`src/inc/gpw_cfg.svh`:
```
/*
 * constants for the twelve-pad port: register offsets, field positions,
 * boot configuration values and timing figures.
 * assumes it is included by its bare name wherever a constant is needed.
 */
`ifndef GPW_CFG_SVH
`define GPW_CFG_SVH

`define GPW_NPADS          12
`define GPW_NPERIPH        4
// word offsets on the bus (byte addresses)
`define GPW_OFS_DIR        8'h00
`define GPW_OFS_OUT        8'h04
`define GPW_OFS_PULL_EN    8'h08
`define GPW_OFS_PULL_UP    8'h0c
`define GPW_OFS_DRIVE      8'h10
`define GPW_OFS_DEB_EN     8'h14
`define GPW_OFS_DEB_DIV    8'h18
`define GPW_OFS_IRQ_POL    8'h1c
`define GPW_OFS_WAKE_EN    8'h20
`define GPW_OFS_WAKE_LVL   8'h24
`define GPW_OFS_OSEL_LO    8'h28
`define GPW_OFS_OSEL_HI    8'h2c
`define GPW_OFS_ISEL       8'h30
`define GPW_OFS_IN_EN      8'h34
`define GPW_OFS_PIN_IN     8'h38
`define GPW_OFS_EVENT      8'h3c
`define GPW_OFS_CTRL       8'h40
`define GPW_OFS_STATUS     8'h44
// control register fields
`define GPW_CTRL_SLEEP     0
`define GPW_CTRL_CFG_MODE  1
`define GPW_CTRL_APPLIED   2
// status register fields
`define GPW_STAT_SLEEP     0
`define GPW_STAT_POR_BUSY  1
`define GPW_STAT_WOKE      2
// pads with a selectable high drive: 1,2,3,6,7
`define GPW_DRIVE_MASK     12'h0ce
// debounce division: 16 << code, codes 0..7 give 16..2048
`define GPW_DIV_MIN_LOG2   4
`define GPW_DIV_CODE_MAX   3'h7
// pad 8 indication sequence, each phase length and the core clock period in ns
`define GPW_POR_PAD        8
`define GPW_POR_PHASE_NS   10000
`define GPW_CLK_NS         100
// boot configuration mode: pads 0..4 as spi slave
// pad order: select, clock, miso, mosi, ready; miso and ready drive
`define GPW_CFG_DIR        12'h014
`define GPW_CFG_IN_EN      12'h00b
`define GPW_CFG_OSEL       2'h1
`define GPW_CFG_SPI_CNT    5

`endif

```
`src/inc/gpw_pkg.sv`:
```
/*
 * types shared by the port modules.
 * assumes gpw_cfg.svh is compiled alongside.
 */
`default_nettype none
package gpw_pkg;
    typedef enum logic [1:0] {GPW_OSEL_GPIO, GPW_OSEL_P1, GPW_OSEL_P2,
                              GPW_OSEL_P3} gpw_osel_t;
    typedef enum {GPW_POR_DOWN1, GPW_POR_UP, GPW_POR_DOWN2,
                  GPW_POR_DONE} gpw_por_t;
endpackage : gpw_pkg
`default_nettype wire

```
`src/verilog/gpw_debounce.sv`:
```
/*
 * one pad's debouncer: a new level passes after stable samples.
 * assumes din is already synchronised to clk.
 */
`timescale 1ns/1ps
`default_nettype none
module gpw_debounce #(
    parameter int STABLE = 2
) (
    input  wire logic clk,
    input  wire logic rst_n,
    input  wire logic tick,
    input  wire logic enable,
    input  wire logic din,
    output logic      dout
);
    logic [1:0] cnt_reg;
    logic       deb_reg;

    always_ff @(posedge clk or negedge rst_n) begin
        if (!rst_n) begin
            cnt_reg <= '0;
            deb_reg <= 1'b0;
        end else if (tick) begin
            if (din == deb_reg) begin
                cnt_reg <= '0;
            end else if (cnt_reg == 2'(STABLE - 1)) begin
                deb_reg <= din;
                cnt_reg <= '0;
            end else begin
                cnt_reg <= cnt_reg + 1'b1;
            end
        end
    end

    // bypass when off keeps the edge timing of the plain synchroniser
    assign dout = enable ? deb_reg : din;
endmodule : gpw_debounce
`default_nettype wire

```
`src/verilog/gpw_port.sv`:
```
/*
 * twelve-pad general-purpose port with switch matrices, debounce,
 * edge events, sleep wake-up and reset / boot defaults, on a classic
 * wishbone slave.
 * assumes pads resolve from out/oe/pull signals in the bench, the
 * oscillator edge arrives asynchronously, and the interrupt manager
 * outside masks the event lines.
 */
// The Wishbone interface to the registers and the register addresses were chosen for this implementation.
`timescale 1ns/1ps
`default_nettype none
`include "gpw_cfg.svh"
// Notes on behaviour
// debounce tick is oscillator divided 16..2048
// matrix picks gpio or peripheral per pad
// pulls and debounce come only from gpio
// input and output matrices are independent
// high drive only on pads 1,2,3,6,7
// per-pad direction, tri-state and pull choice
// active events fire on selected edge
// pad inputs synchronised to core clock
// masking left to outside interrupt manager
// sleep wake is level sensitive, per pin
// wake level becomes an event on waking
// wake level at sleep entry wakes immediately
// software clears wake levels before sleeping
// reset leaves every pad but pad 8 fully disabled
// pad 8 pulls down, up, down after reset
// direct boot leaves configuration all zero
// config boot makes pads 0..4 spi slave
// defaults hold until configuration applied, except high drive
// debounced level needs stable consecutive samples
module gpw_port #(
    parameter int NP       = `GPW_NPADS,
    parameter int POR_CYC  = (`GPW_POR_PHASE_NS + `GPW_CLK_NS - 1)
                             / `GPW_CLK_NS
) (
    input  wire logic            CORE_CLK,
    input  wire logic            RST_N,
    input  wire logic [7:0]      WB_ADR_I,
    input  wire logic [31:0]     WB_DAT_I,
    output logic      [31:0]     WB_DAT_O,
    input  wire logic            WB_WE_I,
    input  wire logic [3:0]      WB_SEL_I,
    input  wire logic            WB_STB_I,
    input  wire logic            WB_CYC_I,
    output logic                 WB_ACK_O,
    input  wire logic            LF_OSC_I,
    input  wire logic [NP-1:0]   PAD_IN,
    output logic      [NP-1:0]   PAD_OUT,
    output logic      [NP-1:0]   PAD_OE,
    output logic      [NP-1:0]   PAD_IE,
    output logic      [NP-1:0]   PAD_PULL_DN,
    output logic      [NP-1:0]   PAD_PULL_UP,
    output logic      [NP-1:0]   PAD_HIGH_DRIVE,
    input  wire logic [NP*4-1:0] PERIPH_OUT,
    input  wire logic [NP*4-1:0] PERIPH_OE,
    output logic      [3:0]      PERIPH_IN,
    output logic      [NP-1:0]   PIN_EVENT,
    output logic                 WAKE_REQ
);
    logic [NP-1:0] dir_reg, out_reg, pull_en_reg, pull_up_reg, drive_reg;
    logic [NP-1:0] deb_en_reg, pol_reg, wake_en_reg, wake_lvl_reg, in_en_reg;
    logic [NP-1:0] event_reg, sync1_reg, sync2_reg, prev_reg, filt;
    logic [NP-1:0] ev_set, wake_hit;
    logic [2:0]    div_reg;
    logic [23:0]   osel_reg;
    logic [15:0]   isel_reg;
    logic          sleep_reg, applied_reg, woke_reg;
    logic          osc1_reg, osc2_reg, osc3_reg, osc_edge, tick, ack_reg;
    logic [31:0]   rdata;
    logic          wr, rd;
    logic [$clog2(POR_CYC+1)-1:0] por_cnt_reg;
    gpw_pkg::gpw_por_t por_state_reg;

    assign wr = WB_CYC_I && WB_STB_I && WB_WE_I && !ack_reg;
    assign rd = WB_CYC_I && WB_STB_I && !ack_reg;

    // two-stage synchronisers; first stages feed nothing else
    always_ff @(posedge CORE_CLK or negedge RST_N) begin
        if (!RST_N) begin
            sync1_reg <= '0;
            sync2_reg <= '0;
            prev_reg  <= '0;
            osc1_reg  <= 1'b0;
            osc2_reg  <= 1'b0;
            osc3_reg  <= 1'b0;
        end else begin
            sync1_reg <= PAD_IN & PAD_IE;
            sync2_reg <= sync1_reg;
            prev_reg  <= filt;
            osc1_reg  <= LF_OSC_I;
            osc2_reg  <= osc1_reg;
            osc3_reg  <= osc2_reg;
        end
    end
    assign osc_edge = osc2_reg && !osc3_reg;

    gpw_tick_div u_div (
        .clk      (CORE_CLK),
        .rst_n    (RST_N),
        .osc_edge (osc_edge),
        .div_code (div_reg),
        .tick     (tick)
    );

    genvar gi;
    generate
        for (gi = 0; gi < NP; gi++) begin : g_deb
            gpw_debounce u_deb (
                .clk    (CORE_CLK),
                .rst_n  (RST_N),
                .tick   (tick),
                .enable (deb_en_reg[gi]),
                .din    (sync2_reg[gi]),
                .dout   (filt[gi])
            );
        end
    endgenerate

    // edge events while active; wake level turns into an event too
    always_comb begin
        for (int i = 0; i < NP; i++) begin
            ev_set[i]   = pol_reg[i] ? (filt[i] && !prev_reg[i])
                                     : (!filt[i] && prev_reg[i]);
            wake_hit[i] = wake_en_reg[i]
                          && (sync2_reg[i] == wake_lvl_reg[i]);
        end
    end

    // level-sensitive: a pin already at wake level wakes at once
    always_ff @(posedge CORE_CLK or negedge RST_N) begin
        if (!RST_N) begin
            sleep_reg <= 1'b0;
            woke_reg  <= 1'b0;
        end else if (sleep_reg && |wake_hit) begin
            sleep_reg <= 1'b0;
            woke_reg  <= 1'b1;
        end else if (wr && WB_ADR_I == `GPW_OFS_CTRL && WB_SEL_I[0]) begin
            sleep_reg <= WB_DAT_I[`GPW_CTRL_SLEEP];
            woke_reg  <= 1'b0;
        end
    end
    assign WAKE_REQ = sleep_reg && |wake_hit;

    // sticky events, set beats clear; masking is outside the port
    always_ff @(posedge CORE_CLK or negedge RST_N) begin
        if (!RST_N) begin
            event_reg <= '0;
        end else begin
            event_reg <= (event_reg
                          & ~((wr && WB_ADR_I == `GPW_OFS_EVENT)
                              ? WB_DAT_I[NP-1:0] : '0))
                         | (sleep_reg ? (wake_hit & {NP{1'b1}})
                                      : ev_set);
        end
    end
    assign PIN_EVENT = event_reg;

    // pad 8 indication sequence after reset
    always_ff @(posedge CORE_CLK or negedge RST_N) begin
        if (!RST_N) begin
            por_state_reg <= gpw_pkg::GPW_POR_DOWN1;
            por_cnt_reg   <= '0;
        end else if (por_state_reg != gpw_pkg::GPW_POR_DONE) begin
            if (por_cnt_reg == ($bits(por_cnt_reg))'(POR_CYC - 1)) begin
                por_cnt_reg <= '0;
                unique case (por_state_reg)
                    gpw_pkg::GPW_POR_DOWN1:
                        por_state_reg <= gpw_pkg::GPW_POR_UP;
                    gpw_pkg::GPW_POR_UP:
                        por_state_reg <= gpw_pkg::GPW_POR_DOWN2;
                    gpw_pkg::GPW_POR_DOWN2:
                        por_state_reg <= gpw_pkg::GPW_POR_DONE;
                    gpw_pkg::GPW_POR_DONE:
                        por_state_reg <= gpw_pkg::GPW_POR_DONE;
                endcase
            end else begin
                por_cnt_reg <= por_cnt_reg + 1'b1;
            end
        end
    end

    // configuration registers; reset and direct boot are all zero
    always_ff @(posedge CORE_CLK or negedge RST_N) begin
        if (!RST_N) begin
            dir_reg      <= '0;
            out_reg      <= '0;
            pull_en_reg  <= '0;
            pull_up_reg  <= '0;
            drive_reg    <= '0;
            deb_en_reg   <= '0;
            div_reg      <= '0;
            pol_reg      <= '0;
            wake_en_reg  <= '0;
            wake_lvl_reg <= '0;
            osel_reg     <= '0;
            isel_reg     <= '0;
            in_en_reg    <= '0;
            applied_reg  <= 1'b0;
        end else if (wr) begin
            unique case (WB_ADR_I)
                `GPW_OFS_DIR:      dir_reg      <= WB_DAT_I[NP-1:0];
                `GPW_OFS_OUT:      out_reg      <= WB_DAT_I[NP-1:0];
                `GPW_OFS_PULL_EN:  pull_en_reg  <= WB_DAT_I[NP-1:0];
                `GPW_OFS_PULL_UP:  pull_up_reg  <= WB_DAT_I[NP-1:0];
                `GPW_OFS_DRIVE:    drive_reg    <= WB_DAT_I[NP-1:0]
                                                   & `GPW_DRIVE_MASK;
                `GPW_OFS_DEB_EN:   deb_en_reg   <= WB_DAT_I[NP-1:0];
                `GPW_OFS_DEB_DIV:  div_reg      <= WB_DAT_I[2:0];
                `GPW_OFS_IRQ_POL:  pol_reg      <= WB_DAT_I[NP-1:0];
                `GPW_OFS_WAKE_EN:  wake_en_reg  <= WB_DAT_I[NP-1:0];
                `GPW_OFS_WAKE_LVL: wake_lvl_reg <= WB_DAT_I[NP-1:0];
                `GPW_OFS_OSEL_LO:  osel_reg[15:0]  <= WB_DAT_I[15:0];
                `GPW_OFS_OSEL_HI:  osel_reg[23:16] <= WB_DAT_I[7:0];
                `GPW_OFS_ISEL:     isel_reg     <= WB_DAT_I[15:0];
                `GPW_OFS_IN_EN:    in_en_reg    <= WB_DAT_I[NP-1:0];
                `GPW_OFS_CTRL: begin
                    // boot code in configuration mode sets the spi slave
                    if (WB_DAT_I[`GPW_CTRL_CFG_MODE]) begin
                        dir_reg     <= `GPW_CFG_DIR;
                        in_en_reg   <= `GPW_CFG_IN_EN;
                        pull_en_reg <= '0;
                        for (int i = 0; i < `GPW_CFG_SPI_CNT; i++) begin
                            osel_reg[i*2 +: 2] <= `GPW_CFG_OSEL;
                        end
                    end
                    applied_reg <= WB_DAT_I[`GPW_CTRL_APPLIED];
                end
                default: ;
            endcase
        end
    end

    // output and input matrices; pulls stay under gpio control
    always_comb begin
        for (int i = 0; i < NP; i++) begin
            PAD_OUT[i] = out_reg[i];
            PAD_OE[i]  = dir_reg[i];
            if (osel_reg[i*2 +: 2] != 2'(gpw_pkg::GPW_OSEL_GPIO)) begin
                PAD_OUT[i] = PERIPH_OUT[i*4 + int'(osel_reg[i*2 +: 2])];
                PAD_OE[i]  = PERIPH_OE[i*4 + int'(osel_reg[i*2 +: 2])];
            end
            if (!applied_reg) begin
                PAD_OE[i]  = 1'b0;
                PAD_OUT[i] = 1'b0;
            end
            PAD_IE[i]         = applied_reg && in_en_reg[i];
            PAD_PULL_UP[i]    = applied_reg && pull_en_reg[i]
                                && pull_up_reg[i];
            PAD_PULL_DN[i]    = applied_reg && pull_en_reg[i]
                                && !pull_up_reg[i];
            PAD_HIGH_DRIVE[i] = drive_reg[i];
        end
        if (por_state_reg != gpw_pkg::GPW_POR_DONE) begin
            PAD_PULL_UP[`GPW_POR_PAD] = por_state_reg == gpw_pkg::GPW_POR_UP;
            PAD_PULL_DN[`GPW_POR_PAD] = por_state_reg != gpw_pkg::GPW_POR_UP;
        end
        for (int p = 0; p < 4; p++) begin
            PERIPH_IN[p] = filt[isel_reg[p*4 +: 4] % NP];
        end
    end

    always_comb begin
        rdata = '0;
        unique case (WB_ADR_I)
            `GPW_OFS_DIR:      rdata[NP-1:0] = dir_reg;
            `GPW_OFS_OUT:      rdata[NP-1:0] = out_reg;
            `GPW_OFS_PULL_EN:  rdata[NP-1:0] = pull_en_reg;
            `GPW_OFS_PULL_UP:  rdata[NP-1:0] = pull_up_reg;
            `GPW_OFS_DRIVE:    rdata[NP-1:0] = drive_reg;
            `GPW_OFS_DEB_EN:   rdata[NP-1:0] = deb_en_reg;
            `GPW_OFS_DEB_DIV:  rdata[2:0]    = div_reg;
            `GPW_OFS_IRQ_POL:  rdata[NP-1:0] = pol_reg;
            `GPW_OFS_WAKE_EN:  rdata[NP-1:0] = wake_en_reg;
            `GPW_OFS_WAKE_LVL: rdata[NP-1:0] = wake_lvl_reg;
            `GPW_OFS_OSEL_LO:  rdata[15:0]   = osel_reg[15:0];
            `GPW_OFS_OSEL_HI:  rdata[7:0]    = osel_reg[23:16];
            `GPW_OFS_ISEL:     rdata[15:0]   = isel_reg;
            `GPW_OFS_IN_EN:    rdata[NP-1:0] = in_en_reg;
            `GPW_OFS_PIN_IN:   rdata[NP-1:0] = filt;
            `GPW_OFS_EVENT:    rdata[NP-1:0] = event_reg;
            `GPW_OFS_CTRL:     rdata[`GPW_CTRL_APPLIED] = applied_reg;
            `GPW_OFS_STATUS: begin
                rdata[`GPW_STAT_SLEEP]    = sleep_reg;
                rdata[`GPW_STAT_POR_BUSY] = por_state_reg
                                            != gpw_pkg::GPW_POR_DONE;
                rdata[`GPW_STAT_WOKE]     = woke_reg;
            end
            default: rdata = '0;
        endcase
    end

    // one registered ack, a cycle after the strobe; unmapped reads return zero
    always_ff @(posedge CORE_CLK or negedge RST_N) begin
        if (!RST_N) begin
            ack_reg  <= 1'b0;
            WB_DAT_O <= '0;
        end else begin
            ack_reg <= rd;
            if (rd) begin
                WB_DAT_O <= rdata;
            end
        end
    end
    assign WB_ACK_O = ack_reg;

    a_drive_mask: assert property (@(posedge CORE_CLK)
        disable iff (!RST_N) (PAD_HIGH_DRIVE & ~`GPW_DRIVE_MASK) == '0)
        else $error("high drive on a standard pad");
    a_reset_off: assert property (@(posedge CORE_CLK)
        disable iff (!RST_N) !applied_reg |-> (PAD_OE == '0 && PAD_IE == '0))
        else $error("pad enabled before configuration");
    a_event_edge: assert property (@(posedge CORE_CLK)
        disable iff (!RST_N) (!sleep_reg && pol_reg[0] && $rose(filt[0]))
        |=> event_reg[0]) else $error("rising edge event missed");
    a_wake_now: assert property (@(posedge CORE_CLK)
        disable iff (!RST_N) (sleep_reg && |wake_hit)
        |=> !sleep_reg && woke_reg) else $error("wake level did not wake");
    a_wake_event: assert property (@(posedge CORE_CLK)
        disable iff (!RST_N) (sleep_reg && wake_hit[0]) |=> event_reg[0])
        else $error("wake gave no event");
    a_por_seq: assert property (@(posedge CORE_CLK)
        disable iff (!RST_N) por_state_reg == gpw_pkg::GPW_POR_UP |->
        PAD_PULL_UP[`GPW_POR_PAD]) else $error("pad 8 pull-up phase missing");
    a_pull_excl: assert property (@(posedge CORE_CLK)
        disable iff (!RST_N) (PAD_PULL_UP & PAD_PULL_DN) == '0)
        else $error("both pulls on one pad");
    a_ack_one: assert property (@(posedge CORE_CLK) disable iff (!RST_N)
        WB_ACK_O |=> !WB_ACK_O)
        else $error("ack held two cycles");
    c_wake: cover property (@(posedge CORE_CLK) disable iff (!RST_N)
        sleep_reg ##1 !sleep_reg);
    c_event: cover property (@(posedge CORE_CLK) disable iff (!RST_N)
        $rose(event_reg[0]));
    c_por_done: cover property (@(posedge CORE_CLK) disable iff (!RST_N)
        $changed(por_state_reg) && por_state_reg == gpw_pkg::GPW_POR_DONE);
endmodule : gpw_port
`default_nettype wire

```
`src/verilog/gpw_tick_div.sv`:
```
/*
 * divides the low-frequency oscillator into a debounce sampling tick.
 * assumes osc_edge is a one-cycle pulse already on the core clock.
 */
`timescale 1ns/1ps
`default_nettype none
`include "gpw_cfg.svh"
module gpw_tick_div #(
    parameter int CW = 11
) (
    input  wire logic       clk,
    input  wire logic       rst_n,
    input  wire logic       osc_edge,
    input  wire logic [2:0] div_code,
    output logic            tick
);
    logic [CW-1:0] cnt_reg;
    logic [CW-1:0] limit;
    logic [3:0]    sh_amt;

    // division 16 << code, so one tick per 16..2048 oscillator edges;
    // the shift is widened so codes 4..7 do not wrap back to small ratios
    assign sh_amt = 4'(div_code) + 4'(`GPW_DIV_MIN_LOG2);
    assign limit  = CW'(((CW+1)'(1) << sh_amt) - (CW+1)'(1));

    always_ff @(posedge clk or negedge rst_n) begin
        if (!rst_n) begin
            cnt_reg <= '0;
            tick    <= 1'b0;
        end else begin
            tick <= 1'b0;
            if (osc_edge) begin
                if (cnt_reg >= limit) begin
                    cnt_reg <= '0;
                    tick    <= 1'b1;
                end else begin
                    cnt_reg <= cnt_reg + 1'b1;
                end
            end
        end
    end
endmodule : gpw_tick_div
`default_nettype wire
```
`config.mk`:
```
export PLATFORM = sky130hd
export DESIGN_NAME = gpw_port
export DESIGN_NICKNAME = d
export VERILOG_FILES = /design/src/inc/gpw_pkg.sv /design/src/verilog/gpw_debounce.sv /design/src/verilog/gpw_port.sv /design/src/verilog/gpw_tick_div.sv
export VERILOG_INCLUDE_DIRS = /design/src /design/src/inc
export SDC_FILE = /design/constraint.sdc
export NUM_CORES = 1
export LEC_CHECK = 0
export BUFFER_PORTS_ARGS = -buffer_cell sky130_fd_sc_hd__buf_2
export CAP_MARGIN = 20
export CORE_ASPECT_RATIO = 1.5
export CORE_UTILIZATION = 55
export DETAILED_ROUTE_END_ITERATION = 16
export GPL_ROUTABILITY_DRIVEN = 0
export HOLD_SLACK_MARGIN = 0.1
export PLACE_DENSITY = 0.79
export SYNTH_ARGS = -nofsm -noshare
export SYNTH_HDL_FRONTEND = slang
export SYNTH_SLANG_ARGS = --single-unit
```
`constraint.sdc`:
```
create_clock -name CORE_CLK -period 6.02 [get_ports CORE_CLK]
set_clock_uncertainty 0.15 [all_clocks]
set_input_delay 0.602 -clock CORE_CLK [delete_from_list [all_inputs] [get_ports CORE_CLK]]
set_output_delay 0.602 -clock CORE_CLK [all_outputs]
set_load 0.1 [all_outputs]
```
Word-level counts from Yosys, hierarchy flattened
Cells that the tools add are included.
{ "word_totals": {"latchBits": 0, "n_memories": 0, "regBits": 314, "romBits": 0, "input_bits": 158, "ram_bits": 0, "output_inout_bits": 122} }
{ "op_classes": {"multipliers": 0, "order_cmp": 17, "n_bitwise": 16, "eq_ne": 61, "n_reduce_logical": 181, "shifts": 1, "addsub": 27, "muxes": 200, "div": 4} }
{ "op_table": {"columns": ["cell", "count"], "rows": [
  ["binary-select mux 1 bit (select 6 bit)", 22],
  ["2-to-1 mux 1 bit", 130],
  ["less-than comparator 32 x 5 -> 1 bit, second input constant", 4],
  ["remainder unit 4 x 4 -> 32 bit, second input constant", 4],
  ["== test 32 x 2 -> 1 bit, second input constant", 3],
  ["case mux 32 bit (3 select lines)", 1],
  ["logical AND 1 bit", 93],
  ["case mux 5 bit (15 select lines)", 1],
  ["case mux 12 bit (2 select lines)", 3],
  ["== test 8 x 6 -> 1 bit, second input constant", 8],
  ["2-to-1 mux 12 bit", 5],
  ["case mux 4 bit (13 select lines)", 1],
  ["2-to-1 mux 2 bit", 24],
  ["AND reduction 3 bit", 16],
  ["zero test 1 bit", 38],
  ["case mux 2 bit (17 select lines)", 1],
  ["nonzero test 2 bit", 17],
  ["== test 32 x 1 -> 1 bit, second input constant", 1],
  ["== test 8 x 5 -> 1 bit, second input constant", 4],
  ["zero test 32 bit", 1],
  ["inequality test 32 x 2 -> 1 bit, second input constant", 1],
  ["inequality test 32 x 3 -> 1 bit, second input constant", 1],
  ["adder 6 x 2 -> 7 bit, first input constant", 4],
  ["less-than comparator 6 x 7 -> 1 bit, second input constant", 4],
  ["37 further kinds", 120]
]} }

Logic depth before layout (Yosys ltp)
Gate-level depths: netlist (run 1).
{ "logic_depth": {"word_depth": 8, "ltp_mapped": 8} }

Hierarchy
A second synthesis (run 1) with hierarchy kept.
{ "hier_totals": {"hier_cells": 1355, "area_unflattened_um2": 15459.8} }
{ "modules_own_cells": {"columns": ["module", "cells_each", "n_inst", "area_each_um2"], "rows": [
  ["gpw_port", 1105, 1, 12788.5],
  ["gpw_debounce", 13, 12, 152.6],
  ["gpw_tick_div", 94, 1, 839.6]
]} }

Worst setup path before layout (run 1)
OpenSTA, ideal clock, no wires.
{ "synth_path": {"path_type": "reg-to-output", "from": "reg applied_reg", "to": "out PAD_PULL_UP[8]", "required_ns": 5.268, "setup_slack_ns": 2.411, "stages_incl_launch_ff": 4, "arrival_time_ns": 2.857, "cell_sequence": "dfrtp_1 clkbuf_1 nand3_1 a21boi_0"} }
{ "synth_between": {"elab_chain_len": 3} }
{ "synth_rtl": {"columns": ["item", "line", "rtl"], "rows": [
  ["start: declaration", "gpw_port.sv:69", "logic sleep_reg, applied_reg, woke_reg;"],
  ["start signal: assignment", "gpw_port.sv:228", "applied_reg <= WB_DAT_I[`GPW_CTRL_APPLIED];"],
  ["logical AND 1 bit", "gpw_port.sv:249", "PAD_PULL_UP[i] = applied_reg && pull_en_reg[i]"],
  ["logical AND 1 bit", "gpw_port.sv:250", "&& pull_up_reg[i];"],
  ["2-to-1 mux 1 bit", "gpw_port.sv:255", "if (por_state_reg != gpw_pkg::GPW_POR_DONE) begin"],
  ["end: declaration", "gpw_port.sv:54", "output logic [NP-1:0] PAD_PULL_UP,"]
]} }
Every way passes these cells.

Final worst setup path (run 1)
{ "layout_path": {"from": "reg deb_en_reg[1]", "to": "out PERIPH_IN[2]"} }
{ "layout_between": {"elab_chain_len": 3} }
{ "layout_rtl": {"columns": ["item", "line", "rtl"], "rows": [
  ["start: declaration", "gpw_port.sv:63", "logic [NP-1:0] deb_en_reg, pol_reg, wake_en_reg, wake_lvl_reg, in_en_reg;"],
  ["start signal: assignment", "gpw_port.sv:209", "`GPW_OFS_DEB_EN: deb_en_reg <= WB_DAT_I[NP-1:0];"],
  ["2-to-1 mux 1 bit", "gpw_debounce.sv:37", "assign dout = enable ? deb_reg : din;"],
  ["binary-select mux 1 bit (select 4 bit)", "gpw_port.sv:260", "PERIPH_IN[p] = filt[isel_reg[p*4 +: 4] % NP];"],
  ["2-to-1 mux 1 bit (implied by the code)", "gpw_port.sv:260", null],
  ["end: declaration", "gpw_port.sv:58", "output logic [3:0] PERIPH_IN,"]
]} }
Every way passes these cells. The select of a mux whose other input is x is not followed.

==> flow_metrics.env, run 1 <==
export IMPL_worst_setup_path_type="register to primary output"
export IMPL_synth_edff_count=0
export IMPL_seq_area_frac_synth_pct=47.1
export IMPL_dieArea_mm2=0.0281
export IMPL_routedWlPerCell_um=24.6
export IMPL_vias_per_cell=6.47
export IMPL_vias=12274
export IMPL_core_mm2=0.0268
export IMPL_hold_viol=0
export IMPL_synth_seq_cells=284
export IMPL_cp_required_ps=5270
export IMPL_clkLatencyLatePin_ps=540
export IMPL_r2r_start="WB_ACK_O"
export IMPL_h_tree_depth=1
export IMPL_reg2reg_slack_ps=2850
export IMPL_max_freq_ghz=0.272
export IMPL_path_clk_slew_ps=70
export IMPL_drive_gt1_share_pct=29.8
export IMPL_maxCapViolCount=0
export IMPL_multi_input_area_mm2=0.00748
export IMPL_cts_sinks=284
export IMPL_numCtsBuffers=26
export IMPL_place_area_mm2=0.0163
export IMPL_drt_first_pass_iters=6
export IMPL_synthArstFlopShare_pct=100
export IMPL_drc=0
export IMPL_crit_arrival_ps=2920
export IMPL_cts_tree="yes"
export IMPL_root_buffer="clkbuf_16"
export IMPL_hpwl_mm=33.4
export IMPL_io_pin_count=280
export IMPL_cts_setup_buffers=0
export IMPL_period_share_pct=61.0
export IMPL_drt_wl_total_mm=46.7
export IMPL_drt_initial_drc_count=1167
export IMPL_ir_drop_uv=235
export IMPL_min_to="sync1_reg[9]"
export IMPL_design_area_mm2=0.0174
export IMPL_die_y_um=205
export IMPL_finalSetupViolCount=0
export IMPL_syn_avg_cell_area_um2=11.1
export IMPL_overflow=0
export IMPL_rsz0062_at_grt="false"
export IMPL_io_buffers=213
export IMPL_cp_end_kind="primary output"
export IMPL_syn_inst=1359
export IMPL_yosysWarnings=0
export IMPL_grt_util_all_layers_pct=34.1
export IMPL_area_delta_synth_final_pct=15.2
export IMPL_relSlewSlack_pct=33.6
export IMPL_startpoint_type="register"
export IMPL_final_min_clock_period_ps=3670
export IMPL_p_per_area_mw_per_mm2=253
export IMPL_cts_max_path_buffers=3
export IMPL_rows=73
export IMPL_finalMaxSlewViolations=0
export IMPL_grt_max_degree=158
export IMPL_tightest_slew_ps=969
export IMPL_die_x_um=137
export IMPL_cts_resized=0
export IMPL_grt_pass1_vias=12082
export IMPL_synth_cell_type_count=80
export IMPL_min_from="PAD_IN[9]"
export IMPL_reg2regPathDepth=6
export IMPL_antenna_left=0
export IMPL_hold_depth=2
export IMPL_cts_hold_buf=2
export IMPL_netlist_area_mm2=0.0151
export IMPL_hold_path_class="input pin to register"
export IMPL_fill_cells=2024
export IMPL_status="complete, no violations"
export IMPL_final_nets=1709
export IMPL_register_area_mm2=0.00711
export IMPL_critPathMaxFanout=8
export IMPL_timing_rr_end="pull_up_reg[9]"
export IMPL_tns_ps=0
export IMPL_power_leakage_nw=8.57
export IMPL_grt_pass1_wl_mm=71.0
export IMPL_initial_utilization_pct=56.3
export IMPL_antenna_found_initial=3
export IMPL_synth_ff_type="dfrtp_1"
layer usage:
layer | global-route usage [%] | vias to the layer above | routed length [um] | part of all wire [%]
met1 | 43.1 | 6021 | 16800 | 36
met2 | 52.4 | 780 | 21700 | 46
li1 | - | 5247 | - | -
met5 | 0 | - | 23 | 0.049
met4 | 23.2 | 4 | 3570 | 7.7
met3 | 7.05 | 222 | 4600 | 9.8
cells by family after synthesis:
| kind of cell | synth area share (%) |
|---|---|
| AOI/OAI and AO/OA | 10.9 |
| xor gates and xnor gates | 1.86 |
| adders and majority gates | 0.996 |
| buffers and inverters | 3.93 |
| DFF | 47.1 |
| muxes | 20.2 |
| other | 0.0249 |
| and+or+nand+nor | 15.0 |
worst max path at each step:
stage / from / end / slack [ps] / depth (start not counted)
after CTS: deb_en_reg[1] / PERIPH_IN[2] / 2410 / 5
final: deb_en_reg[1] / PERIPH_IN[2] / 2350 / 5
after global routing: deb_en_reg[1] / PERIPH_IN[0] / 2330 / 5
after detailed placement: WB_ADR_I[2] / out_reg[9] / 2540 / 4
after global placement: WB_ADR_I[2] / out_reg[9] / 2500 / 4
after floorplan: applied_reg / PAD_PULL_UP[8] / 2410 / 3
final cells by class:
cell class	instances	share of cell area, %
flip-flops and latches	284	40.9
well taps	337	2.43
clock inverters	12	1.50
multi-input cells	978	43.1
clock buffers	36	4.55
diodes	1	0.0144
repair buffers	229	7.10
inverters	20	0.432
worst max-delay path, cell delays in order (launching register included):
cell and delay [ps]:
dfrtp_1 440, mux2i_1 830, mux4_2 450, mux2i_1 70, mux2_2 290, buf_2 300
cell usage after synthesis, types with 8 or more instances:
master	instances	share of area, %
a21o_1	20	1.0
a21oi_1	27	0.90
a22o_1	14	0.81
a22oi_1	34	1.7
a32oi_1	8	0.46
and2_1	56	2.3
and3_1	27	1.1
buf_2	18	0.60
buf_4	27	1.3
clkbuf_1	48	1.2
dfrtp_1	284	47
ha_1	12	1.0
inv_1	19	0.47
mux2_1	13	0.97
mux2_2	124	9.3
mux2i_1	42	2.8
mux4_2	44	6.6
nand2_1	131	3.3
nand2b_1	14	0.58
nand3_1	36	1.2
nand3b_1	14	0.70
nand4_1	8	0.33
nor2_1	73	1.8
nor2b_1	19	0.79
nor3_1	10	0.33
o21ai_0	87	2.9
o21ai_1	12	0.40
xnor2_1	28	1.6
layout by cell type (no fill, tap or decap), types with 4 or more instances in the layout:
cell type and n:
a21o_1 20, a21oi_1 27, a221oi_1 5, a22o_1 14, a22oi_1 34, a31oi_1 5
a32oi_1 8, and2_1 56, and3_1 27, buf_2 212, buf_4 12, bufinv_16 8
clkbuf_16 27, clkbuf_8 8, clkinv_2 4, conb_1 25, dfrtp_1 283, ha_1 12
inv_1 19, mux2_1 13, mux2_2 124, mux2_4 6, mux2i_1 42, mux4_2 44
nand2_1 131, nand2b_1 14, nand3_1 36, nand3b_1 14, nand4_1 8, nor2_1 73
nor2b_1 19, nor3_1 10, nor3b_1 6, nor4_1 6, o21ai_0 85, o21ai_1 14
o2bb2ai_1 5, or4_1 5, xnor2_1 28, xor2_1 4
through the flow:
stage | hold WS (ps) | setup WS (ps) | cells | utilization (%) | total power [mW]
after floorplan | 156 | 2410 | 1383 | - | 2.28
after global placement | 181 | 2500 | 1844 | 60.8 | 2.40
after detailed placement | 186 | 2540 | 1844 | 60.8 | 2.41
after CTS | 141 | 2410 | 1894 | 64.8 | 4.39
after global routing | 143 | 2330 | 1897 | 64.9 | 4.51
final | 149 | 2350 | 1897 | 64.9 | 4.40
report_power, final:
group | internal [mW] | total [mW] | switching, mW
clock network | 1.26 | 2.00 | 0.746
registers | 1.94 | 1.99 | 0.0510
logic | 0.113 | 0.402 | 0.289
No activity file was read; power rests on OpenSTA's default activity.
==> run 2, diff against run 1 <==
Settings changed: CORE_UTILIZATION 55 to 51, PLACE_DENSITY 0.79 to 0.77.
Clock period 6.02 ns to 3.3 ns, I/O delays scaled along.
==> flow_metrics.env, run 2 (synthesized netlist as in run 1, its figures left out) <==
export IMPL_power_mw=7.63
export IMPL_period_share_pct=95.9
export IMPL_cts_max_path_buffers=3
export IMPL_tightest_slew_ps=776
export IMPL_hold_viol=0
export IMPL_grt_pass1_vias=12350
export IMPL_power_leakage_nw=8.78
export IMPL_relSlewSlack_pct=48.1
export IMPL_overflow=0
export IMPL_cp_end_kind="primary output"
export IMPL_hold_path_class="input pin to async pin"
export IMPL_vias_per_cell=6.18
export IMPL_cts_setup_buffers=0
export IMPL_finalSetupViolCount=0
export IMPL_die_y_um=213
export IMPL_startpoint_type="register"
export IMPL_layout_commonest_cell="dfrtp_1"
export IMPL_die_x_um=142
export IMPL_grt_max_degree=82
export IMPL_final_cell_mix="283 x dfrtp_1, 212 x buf_2, 131 x nand2_1, 124 x mux2_2, 85 x o21ai_0"
export IMPL_reg2reg_slack_ps=210
export IMPL_fin_cells=2016
export IMPL_initial_utilization_pct=52.2
export IMPL_drive_gt1_share_pct=30.6
export IMPL_final_min_clock_period_ps=3160
export IMPL_worst_setup_path_type="register to primary output"
export IMPL_final_nets=1775
export IMPL_hpwl_mm=34.5
export IMPL_crit_arrival_ps=2680
export IMPL_p_per_area_mw_per_mm2=427
export IMPL_tns_ps=0
export IMPL_timing_rr_end="isel_reg[12]"
export IMPL_reg2regPathDepth=6
export IMPL_antenna_left=0
export IMPL_drt_first_pass_iters=6
export IMPL_core_mm2=0.0289
export IMPL_cts_sinks=284
export IMPL_ir_drop_uv=456
export IMPL_h_tree_depth=1
export IMPL_io_buffers=213
export IMPL_dieArea_mm2=0.0303
export IMPL_grt_pass1_wl_mm=72.2
export IMPL_status="complete, no violations"
export IMPL_drt_wl_total_mm=47.1
export IMPL_io_pin_count=280
export IMPL_fill_cells=2284
export IMPL_numCtsBuffers=27
export IMPL_finalMaxSlewViolations=0
export IMPL_routedWlPerCell_um=23.4
export IMPL_drc=0
export IMPL_maxCapViolCount=0
export IMPL_antenna_found_initial=1
export IMPL_area_delta_synth_final_pct=18.5
export IMPL_vias=12465
export IMPL_r2r_start="WB_ACK_O"
export IMPL_drt_initial_drc_count=1398
export IMPL_dp_cells=1933
export IMPL_cp_required_ps=2820
export IMPL_cts_tree="yes"
export IMPL_rsz0062_at_grt="false"
export IMPL_clkLatencyLatePin_ps=560
export IMPL_rows=76
export IMPL_max_freq_ghz=0.316
export IMPL_root_buffer="clkbuf_16"
export IMPL_critPathMaxFanout=4
export IMPL_hold_ws_ps=190
export IMPL_grt_util_all_layers_pct=32.1
export IMPL_path_clk_slew_ps=60
[run 2: critical path, cell delays in order, from the launching register on]
cell,delay [ps]
dfrtp_1,450
xnor2_1,190
a22oi_1,280
nand4_1,260
o21ai_0,560
inv_1,70
buf_2,310
[run 2: where the power goes]
part	leakage, nW	switching (mW)	internal [mW]	total, mW
sequential	3.92	0.0886	3.54	3.63
combinational	4.41	0.541	0.235	0.777
clock	0.446	1.36	1.86	3.22
[run 2: per-stage QoR]
step | utilization (%) | instance area (um^2) | setup slack (ps)
2_1_floorplan | - | 15200 | 570
3_3_place_gp | 57.5 | 16600 | 569
3_5_place_dp | 57.5 | 16600 | 502
4_1_cts | 61.8 | 17900 | 173
5_1_grt | 61.8 | 17900 | 77.7
6_report | 61.8 | 17900 | 137
[run 2: how the worst max path moves through the flow]
stage | start | to | slack [ps] | depth (start not counted)
final | sync2_reg[10] | WAKE_REQ | 140 | 6
after global routing | deb_en_reg[6] | PERIPH_IN[3] | 80 | 5
after CTS | sync2_reg[7] | PERIPH_IN[3] | 170 | 5
after detailed placement | WB_ADR_I[4] | deb_en_reg[5] | 500 | 5
after global placement | WB_ADR_I[5] | in_en_reg[0] | 570 | 8
after floorplan | WB_ACK_O | out_reg[10] | 570 | 7
[run 2: what timing repair did]
action / CTS / global route
gates resized for setup: 0 / 0
endpoints found under the hold margin: 221 / 0
hold buffers: 33 / 0
[run 2: cell type report]
type                    instances  area [um^2]  area share (%)
diodes                          2         5.00          0.0280
clock buffers                  39          811            4.54
clock inverters                 9          106           0.595
inverters                      20         75.1           0.420
multi-input cells             978         7480            41.9
flip-flops and latches        284         7110            39.8
well taps                     390          488            2.73
repair buffers                294         1790            10.0
[run 2: metal layers]
layer / vias to the layer above / global-route usage (%) / part of all wire (%) / wire, um
met4: 0 / 22.1 / 7.4 / 3470
met3: 204 / 6.42 / 9.2 / 4330
met1: 6091 / 40.1 / 37 / 17300
li1: 5391 / - / - / -
met2: 779 / 50.1 / 47 / 22000
met5: - / 0 / 0 / 0
==> run 3, diff against run 2 <==
Settings changed: CORE_MARGIN from default to 8, CORE_UTILIZATION 51 to 55, PLACE_DENSITY 0.77 to 0.79, SYNTH_HIERARCHICAL from default to 1.
Clock period 3.3 ns to 3.7 ns, I/O delays scaled along.
==> flow_metrics.env, run 3 <==
export IMPL_maxCapViolCount=0
export IMPL_final_min_clock_period_ps=3360
export IMPL_grt_max_degree=120
export IMPL_drc=0
export IMPL_place_area_mm2=0.0168
export IMPL_syn_inst=1355
export IMPL_final_cell_mix="283 x dfrtp_1, 212 x buf_2, 153 x mux2_2, 101 x nand2_1, 79 x nor2_1"
export IMPL_yosysWarnings=6
export IMPL_clkLatencyLatePin_ps=540
export IMPL_critPathMaxFanout=4
export IMPL_synth_most_common_cell="dfrtp_1"
export IMPL_initial_utilization_pct=55.7
export IMPL_syn_avg_cell_area_um2=11.4
export IMPL_hpwl_mm=36.3
export IMPL_reg2regPathDepth=4
export IMPL_h_tree_depth=1
export IMPL_grt_pass1_vias=13457
export IMPL_final_nets=1759
export IMPL_seq_area_frac_synth_pct=46.0
export IMPL_overflow=0
export IMPL_core_mm2=0.0278
export IMPL_tightest_slew_ps=993
export IMPL_hold_ws_ps=112
export IMPL_p_per_area_mw_per_mm2=413
export IMPL_fill_cells=2080
export IMPL_startpoint_type="register"
export IMPL_drt_first_pass_iters=5
export IMPL_max_freq_ghz=0.297
export IMPL_synth_seq_cells=284
export IMPL_power_mw=7.48
export IMPL_cts_resized=0
export IMPL_drt_wl_total_mm=50.3
export IMPL_vias_per_cell=6.44
export IMPL_finalSetupViolCount=0
export IMPL_synthArstFlopShare_pct=100
export IMPL_finalMaxSlewViolations=0
export IMPL_hold_viol=0
export IMPL_path_clk_slew_ps=70
export IMPL_worst_setup_path_type="register to primary output"
export IMPL_die_y_um=221
export IMPL_period_share_pct=90.9
export IMPL_hold_path_class="input pin to register"
export IMPL_grt_util_all_layers_pct=29.3
export IMPL_io_pin_count=280
export IMPL_synth_common_cells="284 x dfrtp_1, 153 x mux2_2, 101 x nand2_1"
export IMPL_vias=12582
export IMPL_power_leakage_nw=8.77
export IMPL_drive_gt1_share_pct=33.2
export IMPL_area_delta_synth_final_pct=17.1
export IMPL_synth_ff_type="dfrtp_1"
export IMPL_critPathMaxStageDelay_ps=710
export IMPL_hold_depth=3
export IMPL_synth_top_cell_area_share_pct=46.0
export IMPL_cts_max_path_buffers=3
export IMPL_relSlewSlack_pct=33.8
export IMPL_cp_end_kind="primary output"
export IMPL_antenna_left=0
export IMPL_synth_cell_type_count=83
export IMPL_cp_required_ps=3180
export IMPL_routedWlPerCell_um=25.7
export IMPL_tns_ps=0
export IMPL_dp_cells=1878
export IMPL_synth_top_cell_by_area="dfrtp_1"
export IMPL_rows=75
export IMPL_drt_initial_drc_count=1102
export IMPL_numCtsBuffers=27
export IMPL_cts_sinks=284
export IMPL_io_buffers=213
export IMPL_status="complete, no violations"
export IMPL_crit_arrival_ps=2840
export IMPL_synth_top_cells_by_area="dfrtp_1 46%, mux2_2 11%, mux4_2 5.5%"
export IMPL_synth_edff_count=0
export IMPL_design_area_mm2=0.0181
export IMPL_grt_pass1_wl_mm=77.8
export IMPL_rsz0062_at_grt="false"
export IMPL_layout_commonest_cell="dfrtp_1"
export IMPL_ir_drop_uv=419
export IMPL_root_buffer="clkbuf_16"
export IMPL_path_cells="xnor2_1 -> a22oi_1 -> nand3_1 -> o31ai_1 -> inv_1 -> buf_2"
export IMPL_cp_slowest_cell="o31ai_1"
export IMPL_cts_tree="yes"
export IMPL_netlist_area_mm2=0.0155
export IMPL_antenna_cells=0
export IMPL_die_x_um=153
export IMPL_antenna_found_initial=0
export IMPL_fin_cells=1954
export IMPL_dieArea_mm2=0.0338
## run 3: changes by cell type in the layout (fill, tap and decap cells not counted), moves of 11 or more
cell      before  now
o21ai_0       85   38
nand2_1      131  101
mux2_2       124  153
a21oi_1       27   51
o22ai_1        3   21
o21ai_1       14    0
a211oi_1       3   16
buf_4         46   33
mux2_4         6   19
nand2b_1      14   26
or2b_1         0   12
nor2b_1       19    8
## run 3: logic make-up (layout without fill, tap and decap cells)
kind of cell	Yosys count	count (layout)	share of synthesized area (%)
buffers and inverters	116	346	4.09
DFF	284	284	46.0
AOI/OAI and AO/OA	234	234	10.4
adders and majority gates	12	12	0.971
muxes	257	257	21.7
and+or+nand+nor	418	418	15.0
xor gates and xnor gates	32	32	1.81
other	2	25	0.0486
## run 3: final timing paths
check	startpoint	endpoint	slack, ps
max in group asynchronous	RST_N	pull_up_reg[6]	2120
min in group asynchronous	RST_N	in_en_reg[2]	360
worst min-delay path	WB_DAT_I[7]	PIN_EVENT[7]	110
worst min register to register	sync1_reg[2]	sync2_reg[2]	200
worst max-delay path	sync2_reg[9]	WAKE_REQ	340
worst max register to register	WB_ACK_O	osel_reg[21]	1260
## run 3: layer usage
layer / GRT usage (%) / up-vias / wire [um]
li1: - / 5362 / -
met1: 33.9 / 6164 / 17800
met2: 49.1 / 829 / 24300
met3: 6.03 / 227 / 4710
met4: 18.8 / 0 / 3470
met5: 0 / - / 0
## run 3: final cells by class
cell class                 count  area [um^2]  area share [%]
multi-input combinational    978         7830            43.2
clock buffer                  34          742            4.10
clock inverter                14          238            1.31
tap                          346          433            2.39
timing repair buffer         276         1670            9.23
sequential                   284         7110            39.3
inverter                      22         82.6           0.456
## run 3: repair_timing
action                                 in CTS  in global routing
hold buffers                               26                  0
setup buffers                               0                  0
endpoints found under the hold margin     152                  0
setup endpoints to repair                   0                  0
## run 3: through the flow
| step | setup slack, ps | util (%) |
|---|---|---|
| after floorplan | 327 | - |
| after global placement | 911 | 60.5 |
| after detailed placement | 861 | 60.5 |
| after CTS | 458 | 65.0 |
| after global routing | 330 | 65.2 |
| final | 335 | 65.2 |
## run 3: worst max-delay path: cells and delay by family (launching register included)
| family | cells | cell delay (ps) |
|---|---|---|
| AOI/OAI and AO/OA | 2 | 970 |
| and+or+nand+nor | 1 | 230 |
| buffers and inverters | 2 | 450 |
| xor gates and xnor gates | 1 | 210 |
| DFF | 1 | 440 |
## run 3: power breakdown
group	switching [mW]	internal (mW)	total [mW]
clock	1.25	1.84	3.10
combinational	0.729	0.327	1.06
sequential	0.139	3.19	3.33
